## src/rx_link_consts.vh

```
`ifndef RX_LINK_CONSTS_VH
`define RX_LINK_CONSTS_VH
`define ADR_CTRL 6'h00
`define ADR_CFG0 6'h01
`define ADR_CFG1 6'h02
`define ADR_STATUS 6'h03
`define ADR_ADJUST 6'h04
`define CTRL_ENABLE 0
`define CTRL_SUB_POS 1
`define CTRL_RESYNC 3
`define CFG0_K_POS 16
`define CFG0_L_POS 24
`define CFG1_CS_POS 4
`define ST_ERR 3
`define ST_ALIGN_POS 8
`define ST_CGS_POS 16
`define RST_F 9'h002
`define RST_K 6'h09
`define RST_L 3'h0
`define RST_CF 3'h0
`define RST_CS 2'h0
`define RST_SUB 2'h0
`define K28_0 8'h1c
`define K28_3 8'h7c
`define K28_4 8'h9c
`define K28_5 8'hbc
`define COMMA_MIN 3'h4
`define CFG_OCTETS 4'he
`define ILA_TIMEOUT_MULT 2
`endif

```

## src/rx_link_sync.v

```verilog
`timescale 1ns/1ps
`include "rx_link_consts.vh"
module rx_link_sync #(
    parameter MAX_LANES = 8,
    parameter OPC = 8
) (
    input wire sys_clk, // 50 MHz system and lane clock
    input wire arst_n, // asynchronous reset, active low
    input wire wb_cyc_i, // Wishbone cycle
    input wire wb_stb_i, // Wishbone strobe
    input wire wb_we_i, // Wishbone write enable
    input wire [7:0] wb_adr_i, // Wishbone byte address
    input wire [3:0] wb_sel_i, // Wishbone byte selects
    input wire [31:0] wb_dat_i, // Wishbone write data
    output reg [31:0] wb_dat_o, // Wishbone read data
    output reg wb_ack_o, // Wishbone acknowledge
    input wire [MAX_LANES*OPC*8-1:0] rx_data, // decoded lane octets
    input wire [MAX_LANES*OPC-1:0] rx_k, // control character flags
    input wire multiframe_strobe_in, // incoming timing strobe
    output reg sync_n, // sync request, active low
    output reg multiframe_strobe_out, // outgoing timing strobe
    output reg [MAX_LANES*OPC*8-1:0] user_data, // lane octets out
    output reg [MAX_LANES*OPC-1:0] user_k, // control flags out
    output reg user_valid, // user data phase
    output reg lmfc_pulse, // multiframe clock boundary
    output reg frame_pulse // frame clock boundary
);
    localparam ST_CGS = 2'd0;
    localparam ST_WAIT = 2'd1;
    localparam ST_ILA = 2'd2;
    localparam ST_DATA = 2'd3;
    localparam [14:0] OPC_W = OPC;

    reg [1:0] state;
    reg enable;
    reg [1:0] subclass;
    reg [8:0] cfg_f;
    reg [5:0] cfg_k;
    reg [2:0] cfg_l;
    reg [2:0] cfg_cf;
    reg [1:0] cfg_cs;
    reg resync;
    reg cfg_err;
    reg [3:0] adjust_step_count;
    reg adjust_direction;
    reg phase_adjust_request;

    // Lane inputs come from the transceiver domain and are retimed first.
    reg [MAX_LANES*OPC*8-1:0] data_m;
    reg [MAX_LANES*OPC*8-1:0] data_s;
    reg [MAX_LANES*OPC-1:0] k_m;
    reg [MAX_LANES*OPC-1:0] k_s;
    reg strobe_m;
    reg strobe_s;
    reg strobe_d;

    always @(posedge sys_clk or negedge arst_n) begin
        if (!arst_n) begin
            data_m <= {MAX_LANES*OPC*8{1'b0}};
            data_s <= {MAX_LANES*OPC*8{1'b0}};
            k_m <= {MAX_LANES*OPC{1'b0}};
            k_s <= {MAX_LANES*OPC{1'b0}};
            strobe_m <= 1'b0;
            strobe_s <= 1'b0;
            strobe_d <= 1'b0;
        end else begin
            data_m <= rx_data;
            data_s <= data_m;
            k_m <= rx_k;
            k_s <= k_m;
            strobe_m <= multiframe_strobe_in;
            strobe_s <= strobe_m;
            strobe_d <= strobe_s;
        end
    end

    wire strobe_rise = strobe_s & ~strobe_d;
    wire syncing = (state == ST_CGS) || (state == ST_WAIT);

    // Multiframe and frame counters count octets, OPC per cycle.
    wire [14:0] mf_len = cfg_f * cfg_k;
    wire [14:0] quarter = (mf_len + 15'd3) >> 2;
    wire [16:0] ila_limit = {mf_len, 2'b00};
    reg [14:0] lmfc_cnt;
    reg [8:0] frame_cnt;
    reg [14:0] lmfc_sum;
    reg [9:0] frame_sum;
    reg lmfc_wrap;
    reg frame_wrap;
    reg [14:0] next_lmfc;
    reg [8:0] next_frame;

    always @* begin
        lmfc_sum = lmfc_cnt + OPC_W;
        frame_sum = {1'b0, frame_cnt} + OPC_W[9:0];
        lmfc_wrap = lmfc_sum >= mf_len;
        frame_wrap = frame_sum >= {1'b0, cfg_f};
        next_lmfc = lmfc_wrap ? lmfc_sum - mf_len : lmfc_sum;
        next_frame = frame_wrap ? frame_sum[8:0] - cfg_f : frame_sum[8:0];
    end

    always @(posedge sys_clk or negedge arst_n) begin
        if (!arst_n) begin
            lmfc_cnt <= 15'h0000;
            frame_cnt <= 9'h000;
            lmfc_pulse <= 1'b0;
            frame_pulse <= 1'b0;
            multiframe_strobe_out <= 1'b0;
        end else begin
            if (syncing && subclass == 2'd1 && strobe_rise) begin
                lmfc_cnt <= 15'h0000;
                frame_cnt <= 9'h000;
                lmfc_pulse <= 1'b1;
                frame_pulse <= 1'b1;
            end else begin
                lmfc_cnt <= next_lmfc;
                frame_cnt <= next_frame;
                lmfc_pulse <= lmfc_wrap;
                frame_pulse <= frame_wrap;
            end
            if (lmfc_wrap) begin
                multiframe_strobe_out <= syncing && subclass == 2'd1;
            end else if (lmfc_cnt >= quarter) begin
                multiframe_strobe_out <= 1'b0;
            end
        end
    end

    // Per-lane comma counting and alignment sequence tracking.
    wire [MAX_LANES-1:0] lane_cgs;
    wire [MAX_LANES-1:0] lane_r;
    wire [MAX_LANES-1:0] lane_a;
    wire [MAX_LANES-1:0] lane_done;
    genvar g;
    generate
        for (g = 0; g < MAX_LANES; g = g + 1) begin : lane
            reg [2:0] commas;
            reg seen_r;
            reg seen_a;
            reg after_a;
            reg done;
            reg [2:0] next_commas;
            reg next_seen_r;
            reg next_seen_a;
            reg next_after_a;
            reg next_done;
            reg [7:0] oc;
            reg kc;
            integer j;
            wire on = (g <= cfg_l);
            always @* begin
                next_commas = commas;
                next_seen_r = seen_r;
                next_seen_a = seen_a;
                next_after_a = after_a;
                next_done = done;
                oc = 8'h00;
                kc = 1'b0;
                for (j = 0; j < OPC; j = j + 1) begin
                    oc = data_s[(g*OPC+j)*8 +: 8];
                    kc = k_s[g*OPC+j];
                    if (syncing) begin
                        if (kc && oc == `K28_5) begin
                            if (next_commas < `COMMA_MIN)
                                next_commas = next_commas + 3'd1;
                        end else begin
                            next_commas = 3'd0;
                        end
                    end else begin
                        // A multiframe end not followed by a new start
                        // ends alignment, extra subclass 0 frames included.
                        if (next_after_a && !(kc && oc == `K28_0))
                            next_done = 1'b1;
                        next_after_a = kc && oc == `K28_3 && next_seen_r;
                        if (kc && oc == `K28_0)
                            next_seen_r = 1'b1;
                        if (next_after_a)
                            next_seen_a = 1'b1;
                    end
                end
                if (state == ST_CGS) begin
                    next_seen_r = 1'b0;
                    next_seen_a = 1'b0;
                    next_after_a = 1'b0;
                    next_done = 1'b0;
                end else if (!syncing) begin
                    next_commas = 3'd0;
                end
            end
            always @(posedge sys_clk or negedge arst_n) begin
                if (!arst_n) begin
                    commas <= 3'd0;
                    seen_r <= 1'b0;
                    seen_a <= 1'b0;
                    after_a <= 1'b0;
                    done <= 1'b0;
                end else begin
                    commas <= next_commas;
                    seen_r <= next_seen_r;
                    seen_a <= next_seen_a;
                    after_a <= next_after_a;
                    done <= next_done;
                end
            end
            assign lane_cgs[g] = ~on | (commas >= `COMMA_MIN);
            assign lane_r[g] = ~on | seen_r;
            assign lane_a[g] = on & seen_a;
            assign lane_done[g] = ~on | done;
        end
    endgenerate

    // Lane 0 configuration capture; the octet after K28.4 comes first.
    reg [111:0] cfg_shift;
    reg [3:0] cap_cnt;
    reg cap_arm;
    reg checked;
    reg [111:0] next_shift;
    reg [3:0] next_cap;
    reg next_arm;
    reg [7:0] c_oc;
    reg c_k;
    integer i;
    always @* begin
        next_shift = cfg_shift;
        next_cap = cap_cnt;
        next_arm = cap_arm;
        c_oc = 8'h00;
        c_k = 1'b0;
        for (i = 0; i < OPC; i = i + 1) begin
            c_oc = data_s[i*8 +: 8];
            c_k = k_s[i];
            if (next_arm && next_cap < `CFG_OCTETS) begin
                next_shift = {next_shift[103:0], c_oc};
                next_cap = next_cap + 4'd1;
            end else if (c_k && c_oc == `K28_4 && next_cap == 4'd0) begin
                next_arm = 1'b1;
            end
        end
        if (syncing) begin
            next_cap = 4'd0;
            next_arm = 1'b0;
        end
    end

    wire [7:0] oct1 = cfg_shift[103:96];
    wire [7:0] oct2 = cfg_shift[95:88];
    wire [7:0] oct3 = cfg_shift[87:80];
    wire [7:0] oct4 = cfg_shift[79:72];
    wire [7:0] oct5 = cfg_shift[71:64];
    wire [7:0] oct7 = cfg_shift[55:48];
    wire [7:0] oct10 = cfg_shift[31:24];
    wire [7:0] oct11 = cfg_shift[23:16];
    wire [8:0] f_minus = cfg_f - 9'h001;
    wire [5:0] k_minus = cfg_k - 6'h01;
    wire mismatch = (oct3[4:0] != {2'b00, cfg_l}) ||
        (oct4 != f_minus[7:0]) || (oct5[4:0] != k_minus[4:0]) ||
        (oct7[7:5] != {1'b0, subclass}) || (oct10[7:6] != cfg_cs) ||
        (oct11[4:0] != {2'b00, cfg_cf});
    wire check_now = (cap_cnt == `CFG_OCTETS) && !checked;

    always @(posedge sys_clk or negedge arst_n) begin
        if (!arst_n) begin
            cfg_shift <= 112'h0;
            cap_cnt <= 4'd0;
            cap_arm <= 1'b0;
            checked <= 1'b0;
            adjust_step_count <= 4'h0;
            adjust_direction <= 1'b0;
            phase_adjust_request <= 1'b0;
        end else begin
            cfg_shift <= next_shift;
            cap_cnt <= next_cap;
            cap_arm <= next_arm;
            checked <= syncing ? 1'b0 : (checked | check_now);
            if (check_now) begin
                // Stored for inspection only; local timing never moves.
                adjust_step_count <= oct1[7:4];
                adjust_direction <= oct2[6];
                phase_adjust_request <= oct2[5];
            end
        end
    end

    // Link state machine and sync request.
    reg [16:0] ila_timer;
    always @(posedge sys_clk or negedge arst_n) begin
        if (!arst_n) begin
            state <= ST_CGS;
            ila_timer <= 17'h00000;
            sync_n <= 1'b0;
            user_valid <= 1'b0;
            user_data <= {MAX_LANES*OPC*8{1'b0}};
            user_k <= {MAX_LANES*OPC{1'b0}};
        end else begin
            user_data <= data_s;
            user_k <= k_s;
            user_valid <= (state == ST_DATA);
            sync_n <= !syncing;
            if (!enable || resync) begin
                state <= ST_CGS;
            end else begin
                case (state)
                    ST_CGS: begin
                        ila_timer <= 17'h00000;
                        if (&lane_cgs)
                            state <= (subclass == 2'd2) ? ST_WAIT : ST_ILA;
                    end
                    ST_WAIT: begin
                        if (lmfc_wrap)
                            state <= ST_ILA;
                    end
                    ST_ILA: begin
                        ila_timer <= ila_timer + 17'h00001;
                        if (&lane_done)
                            state <= ST_DATA;
                        else if (ila_timer >= ila_limit - 17'h00001 &&
                            !(&lane_r))
                            state <= ST_CGS;
                    end
                    ST_DATA: state <= ST_DATA;
                    default: state <= ST_CGS;
                endcase
            end
        end
    end

    // Wishbone slave: one wait state, writes land on the edge that ends the acknowledge cycle.
    wire wb_req = wb_cyc_i & wb_stb_i & ~wb_ack_o;
    wire wb_wr = wb_cyc_i & wb_stb_i & wb_ack_o & wb_we_i;
    wire [5:0] widx = wb_adr_i[7:2];
    reg [31:0] rd;
    always @* begin
        rd = 32'h00000000;
        case (widx)
            `ADR_CTRL: begin
                rd[`CTRL_ENABLE] = enable;
                rd[`CTRL_SUB_POS +: 2] = subclass;
            end
            `ADR_CFG0: begin
                rd[8:0] = cfg_f;
                rd[`CFG0_K_POS +: 6] = cfg_k;
                rd[`CFG0_L_POS +: 3] = cfg_l;
            end
            `ADR_CFG1: begin
                rd[2:0] = cfg_cf;
                rd[`CFG1_CS_POS +: 2] = cfg_cs;
            end
            `ADR_STATUS: begin
                rd[0] = sync_n;
                rd[2:1] = state;
                rd[`ST_ERR] = cfg_err;
                rd[`ST_ALIGN_POS +: MAX_LANES] = lane_a;
                rd[`ST_CGS_POS +: MAX_LANES] = lane_cgs;
            end
            `ADR_ADJUST: begin
                rd[3:0] = adjust_step_count;
                rd[4] = adjust_direction;
                rd[5] = phase_adjust_request;
            end
            default: rd = 32'h00000000;
        endcase
    end

    always @(posedge sys_clk or negedge arst_n) begin
        if (!arst_n) begin
            wb_ack_o <= 1'b0;
            wb_dat_o <= 32'h00000000;
            enable <= 1'b0;
            subclass <= `RST_SUB;
            cfg_f <= `RST_F;
            cfg_k <= `RST_K;
            cfg_l <= `RST_L;
            cfg_cf <= `RST_CF;
            cfg_cs <= `RST_CS;
            resync <= 1'b0;
            cfg_err <= 1'b0;
        end else begin
            wb_ack_o <= wb_req;
            if (wb_req)
                wb_dat_o <= rd;
            resync <= 1'b0;
            if (wb_wr && widx == `ADR_CTRL && wb_sel_i[0]) begin
                enable <= wb_dat_i[`CTRL_ENABLE];
                subclass <= wb_dat_i[`CTRL_SUB_POS +: 2];
                resync <= wb_dat_i[`CTRL_RESYNC];
            end
            if (wb_wr && widx == `ADR_CFG0) begin
                if (wb_sel_i[0])
                    cfg_f[7:0] <= wb_dat_i[7:0];
                if (wb_sel_i[1])
                    cfg_f[8] <= wb_dat_i[8];
                if (wb_sel_i[2])
                    cfg_k <= wb_dat_i[`CFG0_K_POS +: 6];
                if (wb_sel_i[3])
                    cfg_l <= wb_dat_i[`CFG0_L_POS +: 3];
            end
            if (wb_wr && widx == `ADR_CFG1 && wb_sel_i[0]) begin
                cfg_cf <= wb_dat_i[2:0];
                cfg_cs <= wb_dat_i[`CFG1_CS_POS +: 2];
            end
            // A mismatch found in the clearing cycle keeps the flag set.
            if (check_now && mismatch)
                cfg_err <= 1'b1;
            else if (wb_wr && widx == `ADR_STATUS && wb_sel_i[0] &&
                wb_dat_i[`ST_ERR])
                cfg_err <= 1'b0;
        end
    end
endmodule // rx_link_sync

```

## config.mk

```make
export PLATFORM = sky130hd
export DESIGN_NAME = rx_link_sync
export DESIGN_NICKNAME = d
export VERILOG_FILES = /design/src/rx_link_sync.v
export VERILOG_INCLUDE_DIRS = /design/src
export SDC_FILE = /design/constraint.sdc
export NUM_CORES = 2
export LEC_CHECK = 0
export BUFFER_PORTS_ARGS = -buffer_cell sky130_fd_sc_hd__buf_2
export CAP_MARGIN = 10
export CELL_PAD_IN_SITES_DETAIL_PLACEMENT = 0
export CELL_PAD_IN_SITES_GLOBAL_PLACEMENT = 1
export CORE_AREA = 4 4 483 485
export CTS_CLUSTER_SIZE = 10
export DETAILED_ROUTE_END_ITERATION = 8
export DIE_AREA = 0 0 487 489
export GPL_ROUTABILITY_DRIVEN = 0
export HOLD_SLACK_MARGIN = 0.12
export PLACE_DENSITY = 0.6
export SYNTH_ARGS = -nofsm -noshare
export SYNTH_HDL_FRONTEND = slang
export SYNTH_SLANG_ARGS = --single-unit
```

## constraint.sdc

```tcl
create_clock -name sys_clk -period 8.6 [get_ports sys_clk]
set_input_delay 0.86 -clock sys_clk [delete_from_list [all_inputs] [get_ports sys_clk]]
set_output_delay 0.86 -clock sys_clk [all_outputs]
set_load 0.01 [all_outputs]
```

==> run_results.csv <==
group,metric,value,unit
outcome,status,"completed",
cts,cts_buffers,231,
grt,overflow,0,
die,core.rowCount,176,
cts,ctsResizeCount,0,
power_and_ir_drop,p_leak,45.3,nW
timing,setup-tns-final,0,ps
die,coreArea,229000,um2
die,die-area,238000,um2
timing,fin_crit_sh,92.9,%
cts,h-tree-depth,4,
place,numPortBuffers,1218,
timing,finalSetupViolations,0,
logic_synthesis,yosys_warnings,0,
grt,grt_util_all_layers,22.1,%
place,post-dp-hpwl,206,mm
setup_path,worstPathArrival,8640,ps
cells_and_area,nNetsFinal,8507,
cts,clkTransAtPathRegs,60,ps
routing,wl,268,mm
logic_synthesis,async_reset_ff_share,100,%
setup_path,cp_max_fo,19,
cts,cts_tree,"built",
grt,grt_pass1_vias,54100,
timing,tightestPinTransition,1140,ps
setup_path,cp-start-kind,"flop",
die,die_w,487,um
timing,rsz0062_at_grt,"false",
cells_and_area,nFillCells,21300,
cells_and_area,drive_gt1_share,21.7,%
cells_and_area,area_growth,30.3,%
setup_path,endpoint_kind,"flop",
cells_and_area,multi_input_area,23000,um2
setup_path,cp_common_cell,"buf_4",
cts,clk_root_buffer_cell,"clkbuf_16",
routing,first_pass_iters,6,
cts,clock-sinks,1999,
cts,clk_latency,870,ps
grt,grt_max_degree,186,
logic_synthesis,yosys.cell_types.count,105,
timing,maxSlewHeadroom,24.3,%
routing,wl_per_cell,24.8,um
power_and_ir_drop,pwr_density_cell,234,nW/um2
timing,skew,92.9,ps
run,max_cap_violations,0,
logic_synthesis,synthFlopType,"dfrtp_1",
grt,antenna_found_initial,80,
routing,drc,0,
grt,grt_first_pass_wirelength,384,mm
logic_synthesis,syn_area_per_cell,12.8,um2
die,die_height,489,um
die,start_util,32.5,%
logic_synthesis,syn_area,74400,um2
setup_path,critical_path_required,9250,ps
cts,clockBufferDepth,3,
timing,final_hold_viol_count,0,
routing,drtAntennaViolNets,0,
die,ioPinCount,1240,
logic_synthesis,synth_cells,5799,
setup_path,cpPeakStageDelay,610,ps
setup_path,crit_slowest_cell,"dfrtp_1",
worst_hold_path,hold_class,"in -> reg",
timing,fmax,125,MHz
routing,viasPerCell,4.87,
routing,first_iter_violations,3742,
timing,min_period,7990,ps
timing,hold-worst-slack,213,ps
logic_synthesis,synth_edf_count,0,
routing,vias,52700,
setup_path,path_class,"reg -> reg",
timing,drv_slew,0,
logic_synthesis,ys_ff_latch,1999,
logic_synthesis,ys_seq_area_share,67.2,%
power_and_ir_drop,ir_worst_vdd,234,uV
cells_and_area,seqCellArea,50000,um2
-- worst max-delay path, delay by kind of cell (launching register included) --
family / cells / cell delay (ps)
buffers and inverters: 6 / 1200
flip-flops: 1 / 610
multiplexers: 3 / 780
AO/OA/AOI/OAI: 10 / 2740
AND/OR/NAND/NOR: 4 / 1080
XOR/XNOR: 3 / 830
adder cells (fa/ha/maj): 2 / 500
-- metal layers --
metal	track usage, %	share of wire [%]
met1	28.9	42
met2	36.8	49
met3	5.71	6.9
met4	5.58	2.6
met5	0	0.099
-- kinds of logic after synthesis --
kind of cell    Yosys count  synth area share (%)
compound gates          965                  8.36
xor+xnor                118                  1.43
fa+ha+maj               193                  3.55
buf+inv                 373                  2.05
flops                  1999                  67.2
mux                     491                  6.66
other cells               1               0.00504
simple gates           1659                  10.7
-- cells in the mapped netlist, drive strengths merged, types with 42 or more instances --
master,instances,area [um2]
clkbuf,152,571
xor2,42,368
buf,64,368
nor3,77,390
nand3,74,370
o21ai,238,1200
nor2,613,2300
nand4,120,751
or3,76,475
inv,152,571
xnor2,76,696
nor4,78,488
ha,160,2000
nand2,381,1430
mux2i,455,4550
dfrtp,1996,49900
o22ai,69,432
a21o,57,428
a21oi,279,1410
-- final cells by class --
cell class | instances | area share (%)
sequential | 1999 | 51.6
antenna | 38 | 0.0980
tap | 3026 | 3.90
inverter | 157 | 0.610
multi-input combinational | 3431 | 23.7
clock buffer | 267 | 6.23
timing repair buffer | 1870 | 13.1
clock inverter | 37 | 0.786
-- where the power goes --
| part | switching, mW | total, mW | internal, mW |
|---|---|---|---|
| combinational | 1.74 | 3.05 | 1.31 |
| clock | 3.83 | 9.00 | 5.17 |
| sequential | 0.596 | 10.7 | 10.1 |
| total | 6.16 | 22.7 | 16.6 |
-- worst paths after layout --
| path | startpoint | to | slack, ps | cells past startpoint |
|---|---|---|---|---|
| hold / removal | rx_data[65] | data_m[65]$_DFF_PN0_ | 210 | 1 |
| hold reg to reg | data_m[420]$_DFF_PN0_ | data_s[420]$_DFF_PN0_ | 280 | 0 |
| setup / recovery | data_s[6]$_DFF_PN0_ | cfg_shift[24]$_DFF_PN0_ | 610 | 28 |
| setup reg to reg | data_s[6]$_DFF_PN0_ | cfg_shift[24]$_DFF_PN0_ | 610 | 28 |
| min in group asynchronous | arst_n | user_k[44]$_DFF_PN0_ | 600 | 2 |
| max in group asynchronous | arst_n | data_s[164]$_DFF_PN0_ | 5850 | 4 |
-- flip-flops by register name, indices dropped and copies added (netlist names), 15 cells and up, named ones only --
register and flops:
user_k 64, k_m 64, lmfc_cnt 15, wb_dat_o 27, cfg_shift 92, k_s 64
user_data 512, ila_timer 17, data_s 512, data_m 512, lane.commas 24
-- what timing repair did --
action / 4_1_cts / 5_1_grt
buffers inserted: 0 / 2
hold endpoints to repair: 685 / 0
setup endpoints to repair: 0 / 90
hold buffers: 577 / 0
-- cell usage in the layout, fill, tap and decap left out, types with 58 or more instances in the layout --
cell type      count
o22ai_1           69
buf_2           1217
nand3_1           74
xnor2_1           71
dlygate4sd3_1    577
a21oi_1          276
inv_1            150
clkbuf_16        231
ha_1             160
nand4_1          120
nor2_1           611
mux2i_1          455
nor4_1            77
nor3_1            75
o21ai_0          231
or3_1             76
nand2_1          377
buf_4             58
dfrtp_1         1994
-- metrics by stage --
step           power (mW)  setup slack, ps  cells  instance area (um2)  utilization [%]
2_1_floorplan        12.4              227   5803                74500                -
3_5_place_dp         13.7              452   9904                84300             36.8
3_3_place_gp         13.6              493   9904                84300             36.8
4_1_cts              23.0              308  10800                96900             42.3
6_report             22.7              613  10800                97000             42.3
5_1_grt              23.8             55.1  10800                96900             42.3
Note: power is estimated with default switching activity, not from simulation.
